`config.mk`:
```
export PLATFORM = sky130hd
export DESIGN_NAME = bcfg_boot_cfg
export DESIGN_NICKNAME = d
export VERILOG_FILES = /design/src/bcfg_alias_dec.v /design/src/bcfg_boot_cfg.v
export VERILOG_INCLUDE_DIRS = /design/src
export SDC_FILE = /design/constraint.sdc
export NUM_CORES = 1
export LEC_CHECK = 0
export ABC_AREA = 1
export BUFFER_PORTS_ARGS = -buffer_cell sky130_fd_sc_hd__buf_4
export CORE_AREA = 3 3 53 80
export CTS_CLUSTER_DIAMETER = 50
export DETAILED_ROUTE_END_ITERATION = 8
export DIE_AREA = 0 0 56 83
export PLACE_DENSITY = 0.83
export SYNTH_ARGS = -nofsm -noshare
export SYNTH_HDL_FRONTEND = slang
export SYNTH_HIERARCHICAL = 1
export SYNTH_SLANG_ARGS = --single-unit
```
`constraint.sdc`:
```
create_clock -name clk -period 1.8 [get_ports clk]
set_clock_uncertainty 0.2 [all_clocks]
set_input_delay 0.09 -clock clk [delete_from_list [all_inputs] [get_ports clk]]
set_output_delay 0.09 -clock clk [all_outputs]
set_load 0.02 [all_outputs]
```
`src/bcfg_regs.vh`:
```
// offsets, field positions, reset values and rule summary for the boot configuration bank
// What this block does
// - The bridge map field resets to one and is held at one whatever software writes.
// - Dynamic alias high with static alias low maps dynamic memory at address zero.
// - Both alias enables high map expansion memory at address zero when both boot chip-select lines are high, static memory otherwise.
// - Static alias high with dynamic alias low maps static memory at address zero.
// - The dynamic alias enable resets to zero and software writes never change it.
// - Expansion memory is only aliased when both boot chip-select lines are high.
// - The memory controller select resets to zero and is kept at zero.
// - The coprocessor enable resets to one and drives the coprocessor multiplexer enable.
// - The endian init bit resets to zero; low is little-endian, high is big-endian.
// - The vector bit resets to zero; low puts vectors at zero, high at the high address.
`ifndef BCFG_REGS_VH
`define BCFG_REGS_VH

// ----------------------------------------------------------------------
// register offsets (byte addresses)
// ----------------------------------------------------------------------
`define BCFG_ADDR_W 4
`define BCFG_OFS_CFG 4'h0
`define BCFG_OFS_STAT 4'h4

// ----------------------------------------------------------------------
// configuration field positions
// ----------------------------------------------------------------------
`define BCFG_BIT_VEC 0
`define BCFG_BIT_END 1
`define BCFG_BIT_FPU 2
`define BCFG_BIT_MCS 3
`define BCFG_BIT_SAL 4
`define BCFG_BIT_DAL 5
`define BCFG_BIT_BRG 6

// ----------------------------------------------------------------------
// configuration reset values
// ----------------------------------------------------------------------
`define BCFG_RST_VEC 1'b0
`define BCFG_RST_END 1'b0
`define BCFG_RST_FPU 1'b1
`define BCFG_RST_MCS 1'b0
`define BCFG_RST_SAL 1'b1
`define BCFG_RST_DAL 1'b0
`define BCFG_RST_BRG 1'b1

// ----------------------------------------------------------------------
// status field positions
// ----------------------------------------------------------------------
`define BCFG_ERR_N 4
`define BCFG_ERR_BRG 0
`define BCFG_ERR_MCS 1
`define BCFG_ERR_ALIAS 2
`define BCFG_ERR_EXP 3
`define BCFG_STAT_MAP_LSB 4
`define BCFG_STAT_MAP_MSB 7

// ----------------------------------------------------------------------
// address zero map codes (one-hot, none when all low)
// ----------------------------------------------------------------------
`define BCFG_MAP_W 3
`define BCFG_MAP_NONE 3'h0
`define BCFG_MAP_DYN 3'h1
`define BCFG_MAP_STA 3'h2
`define BCFG_MAP_EXP 3'h4

// ----------------------------------------------------------------------
// exception vector bases
// ----------------------------------------------------------------------
`define BCFG_VEC_LOW 32'h00000000
`define BCFG_VEC_HIGH 32'hffff0000

`endif

```
`src/bcfg_alias_dec.v`:
```
// address zero alias decode with registered outputs
`timescale 1ns/1ns
`include "bcfg_regs.vh"

module bcfg_alias_dec (
    input wire clk,
    input wire srst,
    input wire dyn_alias_en,
    input wire static_alias_en,
    input wire [1:0] boot_cs_select,
    output reg [2:0] alias_map_q,
    output reg exp_blocked_q
);

// ----------------------------------------------------------------------
// decode
// ----------------------------------------------------------------------
reg [2:0] alias_map_d;
reg exp_blocked_d;
wire cs_allows_exp;

assign cs_allows_exp = &boot_cs_select;

always @* begin
    alias_map_d = `BCFG_MAP_NONE;
    exp_blocked_d = 1'b0;
    case ({dyn_alias_en, static_alias_en})
        2'b10: begin
            alias_map_d = `BCFG_MAP_DYN;
        end
        2'b01: begin
            alias_map_d = `BCFG_MAP_STA;
        end
        2'b11: begin
            if (cs_allows_exp) begin
                alias_map_d = `BCFG_MAP_EXP;
            end else begin
                // boot select forbids expansion; keep static memory at zero
                alias_map_d = `BCFG_MAP_STA;
                exp_blocked_d = 1'b1;
            end
        end
        default: begin
            alias_map_d = `BCFG_MAP_NONE;
        end
    endcase
end

// ----------------------------------------------------------------------
// output flops
// ----------------------------------------------------------------------
always @(posedge clk) begin
    if (srst) begin
        alias_map_q <= `BCFG_MAP_STA;
        exp_blocked_q <= 1'b0;
    end else begin
        alias_map_q <= alias_map_d;
        exp_blocked_q <= exp_blocked_d;
    end
end

endmodule // bcfg_alias_dec

```
`src/bcfg_boot_cfg.v`:
```
// boot configuration register bank, low seven bits
`timescale 1ns/1ns
`include "bcfg_regs.vh"

module bcfg_boot_cfg #(
    parameter ADDR_W = `BCFG_ADDR_W
) (
    input wire clk,
    input wire srst,
    input wire [ADDR_W-1:0] reg_addr,
    input wire [31:0] reg_wdata,
    input wire reg_wr,
    input wire reg_rd,
    output reg [31:0] reg_rdata,
    input wire [1:0] boot_cs_select,
    input wire dyn_alias_strap,
    output wire bridge_map_sel,
    output wire dyn_alias_en,
    output wire static_alias_en,
    output wire memctl_select,
    output wire fp_coproc_en,
    output wire endian_init,
    output wire vector_high_sel,
    output reg [31:0] vector_base_q,
    output wire [2:0] alias_map
);

// ----------------------------------------------------------------------
// pin synchronisers
// ----------------------------------------------------------------------
reg [1:0] cs_meta_q;
reg [1:0] cs_sync_q;
reg strap_meta_q;
reg strap_sync_q;

always @(posedge clk) begin
    if (srst) begin
        cs_meta_q <= 2'h0;
        cs_sync_q <= 2'h0;
        strap_meta_q <= 1'b0;
        strap_sync_q <= 1'b0;
    end else begin
        cs_meta_q <= boot_cs_select;
        cs_sync_q <= cs_meta_q;
        strap_meta_q <= dyn_alias_strap;
        strap_sync_q <= strap_meta_q;
    end
end

// ----------------------------------------------------------------------
// decode of the register port
// ----------------------------------------------------------------------
wire hit_cfg;
wire hit_stat;
wire wr_cfg;
wire wr_stat;

assign hit_cfg = (reg_addr == `BCFG_OFS_CFG);
assign hit_stat = (reg_addr == `BCFG_OFS_STAT);
assign wr_cfg = reg_wr & hit_cfg;
assign wr_stat = reg_wr & hit_stat;

// ----------------------------------------------------------------------
// configuration flops
// ----------------------------------------------------------------------
reg brg_q;
reg dal_q;
reg sal_q;
reg mcs_q;
reg fpu_q;
reg end_q;
reg vec_q;
reg sal_d;
reg dal_d;
reg alias_refused;
wire brg_viol;
wire mcs_viol;

// a write of zero to the bridge field is refused and recorded
assign brg_viol = wr_cfg & ~reg_wdata[`BCFG_BIT_BRG];
// a write of one to the controller select is refused and recorded
assign mcs_viol = wr_cfg & reg_wdata[`BCFG_BIT_MCS];

always @* begin
    // read-only to software: follows the synchronised strap in every cycle
    dal_d = strap_sync_q;
    sal_d = sal_q;
    alias_refused = 1'b0;
    if (wr_cfg) begin
        if (!reg_wdata[`BCFG_BIT_SAL] && !dal_d) begin
            // both enables low is unsupported; keep the old static enable
            alias_refused = 1'b1;
        end else begin
            sal_d = reg_wdata[`BCFG_BIT_SAL];
        end
    end
    if (!sal_d && !dal_d) begin
        // strap dropped while static was off: restore static alias
        sal_d = 1'b1;
    end
end

always @(posedge clk) begin
    if (srst) begin
        brg_q <= `BCFG_RST_BRG;
        dal_q <= `BCFG_RST_DAL;
        sal_q <= `BCFG_RST_SAL;
        mcs_q <= `BCFG_RST_MCS;
        fpu_q <= `BCFG_RST_FPU;
        end_q <= `BCFG_RST_END;
        vec_q <= `BCFG_RST_VEC;
    end else begin
        brg_q <= 1'b1;
        dal_q <= dal_d;
        sal_q <= sal_d;
        mcs_q <= 1'b0;
        if (wr_cfg) begin
            fpu_q <= reg_wdata[`BCFG_BIT_FPU];
            end_q <= reg_wdata[`BCFG_BIT_END];
            vec_q <= reg_wdata[`BCFG_BIT_VEC];
        end
    end
end

// ----------------------------------------------------------------------
// vector base
// ----------------------------------------------------------------------
always @(posedge clk) begin
    if (srst) begin
        vector_base_q <= `BCFG_VEC_LOW;
    end else if (wr_cfg && reg_wdata[`BCFG_BIT_VEC]) begin
        vector_base_q <= `BCFG_VEC_HIGH;
    end else if (wr_cfg) begin
        vector_base_q <= `BCFG_VEC_LOW;
    end
end

// ----------------------------------------------------------------------
// consumer outputs straight from the flops
// ----------------------------------------------------------------------
assign bridge_map_sel = brg_q;
assign dyn_alias_en = dal_q;
assign static_alias_en = sal_q;
assign memctl_select = mcs_q;
assign fp_coproc_en = fpu_q;
assign endian_init = end_q;
assign vector_high_sel = vec_q;

// ----------------------------------------------------------------------
// address zero alias
// ----------------------------------------------------------------------
wire exp_blocked;

bcfg_alias_dec u_alias (
    .clk(clk),
    .srst(srst),
    .dyn_alias_en(dal_q),
    .static_alias_en(sal_q),
    .boot_cs_select(cs_sync_q),
    .alias_map_q(alias_map),
    .exp_blocked_q(exp_blocked)
);

// ----------------------------------------------------------------------
// sticky error flags, write one to clear, set wins
// ----------------------------------------------------------------------
reg [`BCFG_ERR_N-1:0] err_q;
wire [`BCFG_ERR_N-1:0] err_set;

assign err_set[`BCFG_ERR_BRG] = brg_viol;
assign err_set[`BCFG_ERR_MCS] = mcs_viol;
assign err_set[`BCFG_ERR_ALIAS] = alias_refused;
assign err_set[`BCFG_ERR_EXP] = exp_blocked;

genvar gi;
generate
    for (gi = 0; gi < `BCFG_ERR_N; gi = gi + 1) begin : g_err
        always @(posedge clk) begin
            if (srst) begin
                err_q[gi] <= 1'b0;
            end else if (err_set[gi]) begin
                err_q[gi] <= 1'b1;
            end else if (wr_stat && reg_wdata[gi]) begin
                err_q[gi] <= 1'b0;
            end
        end
    end
endgenerate

// ----------------------------------------------------------------------
// read data, valid only in the cycle after the strobe
// ----------------------------------------------------------------------
reg [31:0] rdata_d;

always @* begin
    rdata_d = 32'h00000000;
    if (reg_rd && hit_cfg) begin
        rdata_d[`BCFG_BIT_BRG] = brg_q;
        rdata_d[`BCFG_BIT_DAL] = dal_q;
        rdata_d[`BCFG_BIT_SAL] = sal_q;
        rdata_d[`BCFG_BIT_MCS] = mcs_q;
        rdata_d[`BCFG_BIT_FPU] = fpu_q;
        rdata_d[`BCFG_BIT_END] = end_q;
        rdata_d[`BCFG_BIT_VEC] = vec_q;
    end else if (reg_rd && hit_stat) begin
        rdata_d[`BCFG_ERR_N-1:0] = err_q;
        rdata_d[`BCFG_STAT_MAP_MSB-1:`BCFG_STAT_MAP_LSB] = alias_map;
    end
end

always @(posedge clk) begin
    if (srst) begin
        reg_rdata <= 32'h00000000;
    end else begin
        reg_rdata <= rdata_d;
    end
end

endmodule // bcfg_boot_cfg

```
==> results by stage, run 1 <==
Outcome:
- The run finished with clean final reports.

Final layout:
- The number of antenna repair diodes is 0.
- The non-filler instance count after layout is 271.
- The finished cells cover about 0.0018 sq mm.
- The sequential cell area is around 540 sq um.
- The fill cell total of the finished layout is between 300 and 400.
- Measured on the finished design, the core utilization comes to 0.489.
- The layout cell share with drive strength beyond 1 is 0.276.
- The area added between synthesis and finish is 24.8%.
- The net count of the finished layout is roughly 270.
- Summing all multi-input logic gate instances after layout gives between 500 and 600 sq um.

Clock tree:
- The root buffer cell chosen for the clock tree is sky130_fd_sc_hd__clkbuf_8.
- The maximum buffer depth of the clock tree is 2.
- Once the clock tree was built, the setup fixing pass inserted 0 buffers.
- CTS saw 27 sinks.
- The clock latency at the later pin of the worst-skew pair is roughly 0.27 ns.
- In this run, post-CTS hold repair placed 19 buffers.
- The post-CTS clock slew at the launch and capture registers of the worst setup and hold paths is 0.09 ns.
- The number of gates resized after CTS is 0.
- Buffers inserted during clock tree synthesis total 3.
- The CTS H-tree depth is 1.
- TritonCTS built the clock tree.

Synth:
- The number of flops mapped to enable cells by yosys is 0.
- Yosys attributes the largest share of cell area to sky130_fd_sc_hd__dfxtp_1 (38%), sky130_fd_sc_hd__buf_4 (30%), sky130_fd_sc_hd__nand2_1 (7.6%), sky130_fd_sc_hd__a21oi_1 (4.9%), sky130_fd_sc_hd__inv_1 (3.7%).
- The most frequently used cell type in the post-synthesis netlist is sky130_fd_sc_hd__buf_4.
- The synthesis warning total is 6.
- In this run, distinct cell masters in the synthesized netlist total 19.
- Of the post-synthesis cell area, the dominant cell type holds 0.378.
- The synthesis-stage register bit count is 27.
- The commonest cells after synthesis are sky130_fd_sc_hd__buf_4 (58), sky130_fd_sc_hd__nand2_1 (29), sky130_fd_sc_hd__dfxtp_1 (27).
- Of the synthesized area, sequential elements account for 0.378.
- The leading area contributor after synthesis is sky130_fd_sc_hd__dfxtp_1.
- The most used flip-flop cell after synthesis is sky130_fd_sc_hd__dfxtp_1.
- The combined area of all synthesized cells is between 0.001 and 0.0015 sq mm.
- The synthesized instance count is 177.
- A synthesized cell averages a little over 8 sq um.
- The proportion of register bits with asynchronous set or reset after synthesis is 0.

Setup path:
- The worst setup path endpoint is err_q[2].
- The startpoint identified for the worst register-to-register timing path is dal_d.
- For the worst setup path, the data required time is between 1.5 and 2 ns.
- The worst register-to-register path has a setup slack of roughly 0.32 ns.
- STA classifies the critical path startpoint as an input pin.
- The endpoint identified for the worst register-to-register timing path is err_q[2].
- The number of cells on the worst reg-to-reg path is 4.
- The arrival time reported for the critical path endpoint is around 1.7 ns.
- In this run the worst path has a maximum fanout of 2.
- The nature of the critical path endpoint is a flop.
- The launch point of the worst path is reg_wdata[4].
- The worst setup path is of the in2reg kind.

Floorplanning:
- The initial core utilization is 0.392.
- The count of standard-cell rows is 27.
- The vertical die dimension is between 80 and 90 um.
- The area enclosed by the die boundary is 0.00465 sq mm.
- The area of the core region is 0.00365 sq mm.
- The I/O pin count is roughly 120.
- The horizontal die dimension is between 50 and 60 um.

Pwr:
- The internal portion of the total power is 0.829 mW.
- The largest voltage drop on the vdd net is 358 uV.
- The analysis attributes to net switching a power of ~0.34 mW.
- Of the total power, registers draw 0.526.
- The power density over cell area is approximately 650 mW/mm^2.
- The part of the power in combinational logic is 0.175.
- The switching share of power is 0.288.
- The static leakage is just under 0.9 nW.
- The share of total power dissipated in the clock network is 0.299.
- After layout, the design draws a total of between 1 and 1.5 mW.

Timing:
- The final-report setup violation count is 0.
- The post-route setup TNS is 0 ns.
- The routed design could run at a clock period as short as 1.66 ns.
- Hold is met by approximately 0.0074 ns.
- Setup repair after global routing left no endpoint under its margin.
- The final critical-path setup slack is roughly 0.14 ns.
- The final hold violation count was 0.
- The count of final max-slew check failures is 0.
- The period utilization is 0.924.
- The maximum operating frequency is approximately 600 MHz.

Global routing:
- Across every metal layer, demand over resource in global routing totals 0.110.
- The pin count of the biggest net entering global routing is 24.
- The global-route wire length before repair is roughly 4.1 mm.
- The number of global-route vias before repair is 957.
- The leftover overflow at the end of global routing is 0.
- The number of antenna violations at the first check in global routing came to 0.

Placement:
- In this run the cell area measured after placement is 0.00154 sq mm.
- In this run, placement finished with an instance count of about 250.
- The HPWL after detailed placement is around 1.9 mm.
- The weighted congestion reported at the end of routability-driven placement is approximately 0.8.
- The count of buffers added on input and output ports is 47.
- The setup slack after placement is ~0.6 ns.

Drt:
- The detailed-routing iteration count for the pre-antenna-repair pass is 4.
- The detailed-route via count is between 1000 and 1500.
- The final routed DRC violation total is 0.
- The wire length after detailed routing is approximately 2.7 mm.
- The antenna violation net count after detailed routing is 0.
- The average via count per standard cell is around 4.1.
- After detailed routing, the average wire length per cell comes to a little over 10 um.
- In this run, the number of DRC markers left after iteration 0 of detailed routing was 37.

Worst hold path:
- In this run the worst hold path is classified as in2reg.
- The launch point of the worst hold path is reg_addr[2].

Flow run:
- The number of max-cap violations is 0.
==> cell families after synthesis <==
kind of cell           count (synthesis)  share of synthesized area
buffers and inverters                 75                      0.352
and+or+nand+nor                       58                      0.212
DFF                                   27                      0.378
AOI/OAI and AO/OA                     15                     0.0525
other                                  2                    0.00526
==> state kept, by name (all words and copies together) (netlist names) <==
signal and flops:
static_alias_en 1, u_alias/alias_map_q 3, dal_d 1, vector_high_sel 1, strap_meta_q 1, reg_rdata 7, u_alias/exp_blocked_q 1, cs_sync_q 2
err_q 4, cs_meta_q 2, fp_coproc_en 1, endian_init 1, dyn_alias_en 1, vector_base_q 1
==> power groups by stage <==
| stage | clock network, mW | logic, mW | registers [mW] |
|---|---|---|---|
| 2_1_floorplan | 0 | 0.197 | 0.630 |
| 3_3_place_gp | 0 | 0.173 | 0.627 |
| 3_5_place_dp | 0 | 0.174 | 0.627 |
| 4_1_cts | 0.357 | 0.200 | 0.613 |
| 5_1_grt | 0.382 | 0.216 | 0.615 |
| 6_report | 0.348 | 0.204 | 0.613 |
==> final cells by class <==
class                      instances  area share
tap                               43      0.0302
sequential                        27       0.303
multi-input combinational        116       0.302
inverter                          15      0.0323
clock inverter                     1     0.00421
clock buffer                       3      0.0232
timing repair buffer              66       0.305
==> routing by layer <==
layer / share of wire / GRT usage
met5: 0 / 0
met4: 0.029 / 0.0756
met3: 0.11 / 0.0233
met2: 0.52 / 0.203
met1: 0.34 / 0.102
==> worst max-delay path: stages <==
cell and delay, ns:
sky130_fd_sc_hd__dlygate4sd3_1 0.54, sky130_fd_sc_hd__buf_4 0.14, sky130_fd_sc_hd__nor2_1 0.13, sky130_fd_sc_hd__nand2_1 0.09, sky130_fd_sc_hd__a21oi_1 0.15, sky130_fd_sc_hd__dlygate4sd3_1 0.56
==> cell usage in the layout, fill, tap and decap left out, drive strengths merged, types with 2 or more instances in the layout <==
cell type	instances
clkbuf	3
nand2	32
nand3	2
buf	47
inv	14
nor2	17
nand4	5
conb	43
a21oi	14
dlygate4sd3	19
dfxtp	27
==> worst min-delay path by stage <==
stage,endpoint,slack (ns),depth (start not counted)
final,fp_coproc_en,0.007,5
after global routing,fp_coproc_en,0.04,5
after CTS,err_q[3],0.004,4
after detailed placement,cs_meta_q[0],0.1,3
after global placement,cs_meta_q[1],0.09,3
after floorplan,u_alias/alias_map_q[2],-0.03,1
No activity file was read; power rests on OpenSTA's default activity.
==> inputs of run 2 (changes only) <==
--- a/config.mk
+++ b/config.mk
@@ -6,13 +6,12 @@
 export SDC_FILE = /design/constraint.sdc
 export NUM_CORES = 1
 export LEC_CHECK = 0
-export ABC_AREA = 1
 export BUFFER_PORTS_ARGS = -buffer_cell sky130_fd_sc_hd__buf_4
-export CORE_AREA = 3 3 53 80
+export CORE_AREA = 3 3 53 79
 export CTS_CLUSTER_DIAMETER = 50
 export DETAILED_ROUTE_END_ITERATION = 8
-export DIE_AREA = 0 0 56 83
-export PLACE_DENSITY = 0.83
+export DIE_AREA = 0 0 56 82
+export PLACE_DENSITY = 0.84
 export SYNTH_ARGS = -nofsm -noshare
 export SYNTH_HDL_FRONTEND = slang
 export SYNTH_HIERARCHICAL = 1
==> results by stage, run 2 <==
Final layout:
- The layout net count was 250 (-8.1%).
- Leaving out fill and tap cells, the most frequent cells in the layout are sky130_fd_sc_hd__buf_4 (47), sky130_fd_sc_hd__conb_1 (43), sky130_fd_sc_hd__dfxtp_1 (27), sky130_fd_sc_hd__dlygate4sd3_1 (20), sky130_fd_sc_hd__nor2_1 (10).
- Compared with the post-synthesis result, the final layout area differs by 25.7%.
- The number of antenna repair diodes is 0 (unchanged).
- The layout cell share with drive strength beyond 1 came to 0.272 (-0.00447).
- The most flop-heavy register is reg_rdata.
- The number of flip-flops in the largest register came to 7 (unchanged).
- The largest registers in the layout are reg_rdata: 7 flops, err_q: 4 flops, u_alias/alias_map_q: 3 flops.
- Leaving out fill and tap cells, the most frequent cell in the layout is sky130_fd_sc_hd__buf_4.
- The fill cell total of the finished layout is 346 (+0.87%).

Setup path:
- The nature of the critical path endpoint is a flop.
- The number of cells on the worst reg-to-reg path is 3 (-1).
- The launch point of the worst path is srst.
- The worst reg2reg path endpoint is fp_coproc_en.
- The register-to-register path setup slack is 0.22 ns (-0.10 ns).
- STA classifies the critical path startpoint as an input pin.
- The data required time at the worst endpoint is 1.76 ns (-0.06 ns).
- The arrival time reported for the critical path endpoint is 1.62 ns (-0.07 ns).
- The setup path with the least slack is of type in2reg.
- In this run the critical register-to-register path is launched from fp_coproc_en.
- The highest net fanout along the worst path is 20 (+18).

Floorplanning:
- The count of standard-cell rows is 27 (unchanged).
- The horizontal die dimension came to 56 um (unchanged).
- The vertical die dimension is 82 um (-1.2%).
- The initial core utilization is 0.389 (-0.00274).
- The area of the core region is 0.00365 sq mm (unchanged).
- The area enclosed by the die boundary is 0.00459 sq mm (-1.2%).
- The I/O pin count is 117 (unchanged).

Synth:
- The sequential share of the synthesized area is 0.381 (+0.00267).
- Sorting the synthesized cells by how often they occur yields sky130_fd_sc_hd__buf_4 (58), sky130_fd_sc_hd__dfxtp_1 (27), sky130_fd_sc_hd__nor2_1 (10).
- The synthesis warning total came to 6 (unchanged).
- The synthesized instance count is 154 (-13%).
- The fraction of synthesized cell area taken by the top area cell type is 0.381 (+0.00267).
- The number of flops mapped to enable cells by yosys is 0 (unchanged).
- The combined area of all synthesized cells was 0.00142 sq mm (-0.70%).
- The number of distinct library cells after synthesis is 27 (+8).
- The leading area contributor after synthesis is sky130_fd_sc_hd__dfxtp_1.
- Sorting the synthesized cells by area gives the leading types as sky130_fd_sc_hd__dfxtp_1 (38%), sky130_fd_sc_hd__buf_4 (31%), sky130_fd_sc_hd__mux2i_1 (3.5%), sky130_fd_sc_hd__nor2b_1 (3.5%), sky130_fd_sc_hd__a2111oi_2 (3.2%).
- sky130_fd_sc_hd__buf_4 is the most common cell in the netlist.
- The post-synthesis area per instance is 9.21 sq um (+14%).
- The synthesis-stage register bit count is 27 (unchanged).
- The proportion of register bits with asynchronous set or reset after synthesis came to 0 (unchanged).
- The most used flip-flop cell after synthesis is sky130_fd_sc_hd__dfxtp_1.

Drt:
- The length of routed wiring on met1 is 1.09 mm (+16%).
- The met3 wire length is 274 um (-9.3%).
- The average via count per standard cell is 4.18 (+0.80%).
- The detailed-route via count is 1041 (-7.4%).
- The DRC violation total after the first TritonRoute iteration is 34 (-8.1%).
- The average detailed-routed wire length per instance is 11.7 um (+15%).
- The antenna violation net count after detailed routing is 0 (unchanged).
- The routed length on met2 was 1.50 mm (+4.8%).
- The detailed-routing iteration count for the pre-antenna-repair pass is 4 (unchanged).
- Signal routing reaches up to met4.
- The final routed DRC violation total was 0 (unchanged).
- The wire length after detailed routing is 2.91 mm (+5.8%).

Timing:
- The maximum operating frequency is 601 MHz (about the same).
- The post-layout minimum cycle time came to 1.66 ns (+0.00115 ns).
- The worst-case hold slack is 0.0102 ns (+0.00280 ns).
- The post-route setup TNS is 0 ns (unchanged).
- Setup repair after global routing left no endpoint under its margin.
- The final-report setup violation count came to 0 (unchanged).
- The period utilization was 0.925 (about the same).
- The count of final max-slew check failures is 0 (unchanged).
- The final hold violation count is 0 (unchanged).

Placement:
- The count of input and output buffers was 47 (unchanged).
- The half-perimeter wire length of the detailed placement result came to 1.91 mm (about the same).
- The weighted congestion reported at the end of routability-driven placement is 0.720 (-10%).

Worst hold path:
- The classification of the worst-slack hold path is in2reg.
- The launch point of the worst hold path is reg_addr[3].
- The path with the worst hold slack has its endpoint at vector_high_sel.
- The worst hold path cell count came to 4 (-1).

Global routing:
- The global-route wire length before repair is 4.00 mm (-3.2%).
- The pin count of the biggest net entering global routing came to 21 (-13%).
- The leftover overflow at the end of global routing is 0 (unchanged).
- The number of global-route vias before repair came to 889 (-7.1%).
- The number of antenna violations at the first check in global routing came to 0 (unchanged).
- The global-route usage over all layers is 0.110 (+0.000595).

Clock tree:
- The maximum buffer depth of the clock tree came to 2 (unchanged).
- TritonCTS built the clock tree.
- The number of gates resized after CTS is 0 (unchanged).
- The number of clock sinks seen by CTS came to 27 (unchanged).
- The CTS H-tree depth is 1 (unchanged).
- The post-CTS clock slew at the launch and capture registers of the worst setup and hold paths came to 0.09 ns (about the same).
- The cell chosen for the clock root is sky130_fd_sc_hd__clkbuf_8.
- The TritonCTS buffer count was 3 (unchanged).
- The clock latency at the later pin of the worst-skew pair was 0.27 ns (about the same).

Pwr:
- The largest voltage drop on the vdd net is 386 uV (+7.7%).
- The static leakage came to 0.831 nW (-5.9%).
- The power density over cell area is 655 mW/mm^2 (+0.19%).

Outcome:
- The run finished with clean final reports.

Flow run:
- The number of max-cap violations is 0 (unchanged).
==> run 2: changes by cell type after synthesis, moves of 5 or more <==
cell | before | now
sky130_fd_sc_hd__a21oi_1 | 14 | 6
sky130_fd_sc_hd__inv_1 | 14 | 5
sky130_fd_sc_hd__mux2i_1 | 0 | 5
sky130_fd_sc_hd__nand2_1 | 29 | 2
sky130_fd_sc_hd__nand4_1 | 5 | 0
sky130_fd_sc_hd__nor2b_1 | 0 | 8
==> run 2: timing repair <==
action	in CTS	in global routing
setup buffers	0	0
endpoints found under the hold margin	20	0
hold buffers	20	0
==> run 2: how the worst max path moves through the flow <==
| stage | cells after the start | to | slack, ns |
|---|---|---|---|
| floorplan | 1 | vector_base_q[17] | 0.61 |
| CTS | 4 | fp_coproc_en | 0.14 |
| global placement | 4 | err_q[1] | 0.43 |
| global route | 4 | fp_coproc_en | 0.12 |
| finish | 4 | fp_coproc_en | 0.14 |
| detailed placement | 4 | err_q[2] | 0.37 |
==> run 2: final cells by class <==
| cell class | count | area (sq um) | area share |
|---|---|---|---|
| multi-input cells | 103 | 569 | 0.319 |
| inverters | 5 | 18.8 | 0.0105 |
| flip-flops and latches | 27 | 541 | 0.303 |
| clock inverters | 1 | 7.51 | 0.00421 |
| clock buffers | 3 | 41.3 | 0.0231 |
| well taps | 43 | 53.8 | 0.0302 |
| repair buffers | 67 | 553 | 0.310 |
==> run 2: cells by family (layout without fill, tap and decap cells) <==
family                 count (synthesis)  in the layout  share of synthesized area
flip-flops                            27             27                      0.381
AND/OR/NAND/NOR                       39             39                      0.168
AO/OA/AOI/OAI                         16             16                     0.0838
buffers and inverters                 65             76                      0.326
multiplexers                           5              5                     0.0353
other                                  2             43                    0.00529
==> run 2: routing by layer <==
metal / track usage / vias up
li1: - / 507
met1: 0.116 / 461
met2: 0.207 / 67
met3: 0.0204 / 6
met4: 0.0570 / 0
met5: 0 / -
==> run 2: worst max-delay path, stage by stage <==
cell and delay, ns:
sky130_fd_sc_hd__dlygate4sd3_1 0.54, sky130_fd_sc_hd__buf_4 0.21, sky130_fd_sc_hd__a211o_1 0.23, sky130_fd_sc_hd__dlygate4sd3_1 0.55
==> run 2: report_power, final <==
part           leakage, nW  switching (mW)  internal, mW
Combinational        0.590           0.137        0.0737
Sequential           0.219         0.00585         0.607
Clock               0.0217           0.187         0.157
==> run 2: per-stage QoR <==
step | cell area (sq um) | util | total power [mW] | std cells | setup WS [ns]
after floorplan | 1570 | - | 0.825 | 195 | 0.613
after global placement | 1540 | 0.421 | 0.799 | 225 | 0.427
after detailed placement | 1540 | 0.421 | 0.801 | 225 | 0.373
after CTS | 1780 | 0.489 | 1.17 | 249 | 0.142
after global routing | 1780 | 0.489 | 1.21 | 249 | 0.122
final | 1780 | 0.489 | 1.17 | 249 | 0.136
==> inputs of run 3 (changes only) <==
--- a/config.mk
+++ b/config.mk
@@ -11,7 +11,7 @@
 export CTS_CLUSTER_DIAMETER = 50
 export DETAILED_ROUTE_END_ITERATION = 8
 export DIE_AREA = 0 0 56 82
-export PLACE_DENSITY = 0.84
+export PLACE_DENSITY = 0.78
 export SYNTH_ARGS = -nofsm -noshare
 export SYNTH_HDL_FRONTEND = slang
 export SYNTH_HIERARCHICAL = 1
==> results by stage, run 3 (synthesis gave the netlist of run 2 again) <==
Outcome:
- The run finished with clean final reports.

Pwr:
- The total internal power was 0.834 mW (-0.46%).
- The switching power total is 0.324 mW (-1.7%).
- The part of the power in combinational logic was 0.175 (-0.005).
- The largest voltage drop on the vdd net is 528 uV (+37%).
- The clock network fraction of total power is 0.296 (about the same).
- The overall power after layout is 1.16 mW (-0.79%).
- The static leakage is 0.827 nW (-0.52%).
- The sequential share of power was 0.529 (+0.004).
- The power density over cell area is 655 mW/mm^2 (+0.12%).
- The switching share of power is 0.280 (-0.00244).

Setup path:
- The data required time at the worst endpoint is 1.82 ns (+0.06 ns).
- STA classifies the critical path startpoint as an input pin.
- The type of the setup path with the least slack is in2reg.
- The startpoint identified for the worst register-to-register timing path is fp_coproc_en.
- The highest net fanout along the worst path is 20 (unchanged).
- The longest individual stage delay on the worst path is 0.58 ns (+0.03 ns).
- The count of buffering cells on the critical path with inverters included was 3 (unchanged).
- STA classifies the critical path endpoint as a flop.
- The arrival time reported for the critical path endpoint is 1.73 ns (+0.11 ns).
- The most prevalent standard cell on the critical path is sky130_fd_sc_hd__dlygate4sd3_1.
- In this run the worst setup path begins at srst.
- The cell type of the slowest stage on the worst timing path is sky130_fd_sc_hd__dlygate4sd3_1.
- The top cell family by delay on the critical path is buffers and inverters.
- The critical path goes through dlygate4sd3_1 -> buf_6 -> a2111oi_2 -> dlygate4sd3_1.

Clock tree:
- The number of clock sinks seen by CTS came to 27 (unchanged).
- The clock latency at the later pin of the worst-skew pair is 0.27 ns (about the same).
- TritonCTS built the clock tree.
- The post-CTS clock slew at the launch and capture registers of the worst setup and hold paths is 0.09 ns (about the same).
- The root buffer cell chosen for the clock tree is sky130_fd_sc_hd__clkbuf_8.
- The maximum buffer depth of the clock tree is 2 (unchanged).
- The TritonCTS buffer count is 3 (unchanged).
- The CTS H-tree depth is 1 (unchanged).

Placement:
- The weighted congestion reported at the end of routability-driven placement is 0.738 (+2.4%).
- The count of input and output buffers is 47 (unchanged).
- The half-perimeter wire length of the detailed placement result came to 1.86 mm (-2.7%).

Final layout:
- The library cell used most frequently in the layout, excluding fill and tap cells, is sky130_fd_sc_hd__buf_4.
- The layout cell share with drive strength beyond 1 is 0.275 (+0.00267).
- In the final layout, the registers with the most flip-flops are reg_rdata: 7 flops, err_q: 4 flops, u_alias/alias_map_q: 3 flops.
- Leaving out fill and tap cells, the most frequent cells in the layout are sky130_fd_sc_hd__buf_4 (46), sky130_fd_sc_hd__conb_1 (43), sky130_fd_sc_hd__dfxtp_1 (27), sky130_fd_sc_hd__dlygate4sd3_1 (18), sky130_fd_sc_hd__nor2_1 (10).
- The layout net count is 248 (-0.80%).
- reg_rdata holds more flip-flops than any other register.
- The number of flip-flops in the largest register is 7 (unchanged).
- The sequential cell area came to 541 sq um (unchanged).
- The number of antenna repair diodes came to 0 (unchanged).
- The area added between synthesis and finish is 24.6%.
- The multi-input gate area in the final layout is 569 sq um (unchanged).
- The fill cell total of the finished layout came to 358 (+3.5%).

Global routing:
- The number of antenna violations at the first check in global routing was 0 (unchanged).
- The pin count of the biggest net entering global routing came to 21 (unchanged).
- The number of global-route vias before repair is 914 (+2.8%).
- The leftover overflow at the end of global routing is 0 (unchanged).
- The global-route usage over all layers is 0.106 (-0.00376).
- The global-route wire length before repair was 3.88 mm (-2.9%).

Worst hold path:
- The startpoint identified for the worst hold timing path is reg_addr[2].
- The classification of the worst-slack hold path is in2reg.

Drt:
- The DRC violation total after the first TritonRoute iteration is 29 (-15%).
- The antenna violation net count after detailed routing is 0 (unchanged).
- The wire length after detailed routing is 2.60 mm (-11%).
- The final routed DRC violation total is 0 (unchanged).
- The average via count per standard cell is 4.03 (-3.6%).
- The detailed-routing iteration count for the pre-antenna-repair pass came to 4 (unchanged).
- The detailed-route via count is 995 (-4.4%).
- The average detailed-routed wire length per instance came to 10.5 um (-9.8%).

Floorplanning:
- The vertical die dimension is 82 um (unchanged).
- The horizontal die dimension is 56 um (unchanged).
- The area enclosed by the die boundary is 0.00459 sq mm (unchanged).
- The initial core utilization is 0.389 (unchanged).
- The I/O pin count came to 117 (unchanged).
- The area of the core region is 0.00365 sq mm (unchanged).
- The count of standard-cell rows came to 27 (unchanged).

Timing:
- The count of final max-slew check failures is 0 (unchanged).
- The final-report setup violation count came to 0 (unchanged).
- The period utilization is 0.955 (+0.0302).
- The post-route setup TNS came to 0 ns (unchanged).
- Setup repair after global routing left no endpoint under its margin.
- The final hold violation count was 0 (unchanged).
- The maximum operating frequency is 582 MHz (-3.2%).
- The post-layout minimum cycle time is 1.72 ns (+0.0543 ns).

Flow run:
- The number of max-cap violations is 0 (unchanged).
[run 3: cell count changes in the layout (fill, tap and decap cells not counted), sizes merged]
cell,delta
dlygate4sd3,-2
[run 3: final cells by class]
class | count | share of cell area
multi-input combinational | 103 | 0.322
clock inverter | 1 | 0.00425
tap | 43 | 0.0304
inverter | 5 | 0.0106
clock buffer | 3 | 0.0234
sequential | 27 | 0.306
timing repair buffer | 65 | 0.304
[run 3: routing by layer]
| layer | share of wire | GRT usage | up-vias |
|---|---|---|---|
| met4 | 0.0096 | 0.0499 | 0 |
| met2 | 0.53 | 0.204 | 53 |
| met1 | 0.37 | 0.109 | 438 |
| met3 | 0.096 | 0.0236 | 2 |
| li1 | - | - | 502 |
| met5 | 0 | 0 | - |
[run 3: repair_timing]
item	CTS	global route
hold buffers	18	0
hold endpoints to repair	20	0
endpoints found under the setup margin	0	1
resized for setup	0	1
buffers inserted	0	0
[run 3: worst paths after layout]
check	end	slack (ns)	depth (start not counted)
hold / removal	reg_rdata[1]	0.005	3
hold reg to reg	reg_rdata[3]	0.24	2
setup reg to reg	fp_coproc_en	0.22	3
setup / recovery	err_q[1]	0.08	4
[run 3: power groups by stage]
stage	logic (mW)	registers, mW	clock network (mW)
2_1_floorplan	0.195	0.630	0
3_5_place_dp	0.174	0.627	0
5_1_grt	0.218	0.616	0.371
6_report	0.203	0.613	0.343
4_1_cts	0.201	0.613	0.351
3_3_place_gp	0.172	0.627	0
[run 3: metrics by stage]
step	instance area, sq um	setup slack, ns	hold WS (ns)	utilization	std cells
5_1_grt	1770	0.0161	0.0151	0.485	247
2_1_floorplan	1570	0.613	-0.0342	-	195
4_1_cts	1760	0.0805	0.00784	0.484	247
3_5_place_dp	1540	0.392	0.110	0.421	225
6_report	1770	0.0814	0.00507	0.485	247
3_3_place_gp	1540	0.414	0.0993	0.421	225
[run 3: worst reg2reg max path, stage by stage (launching register included)]
cell and delay, ns:
sky130_fd_sc_hd__dfxtp_1 0.33, sky130_fd_sc_hd__a21boi_0 0.12, sky130_fd_sc_hd__a211o_1 0.28, sky130_fd_sc_hd__dlygate4sd3_1 0.55
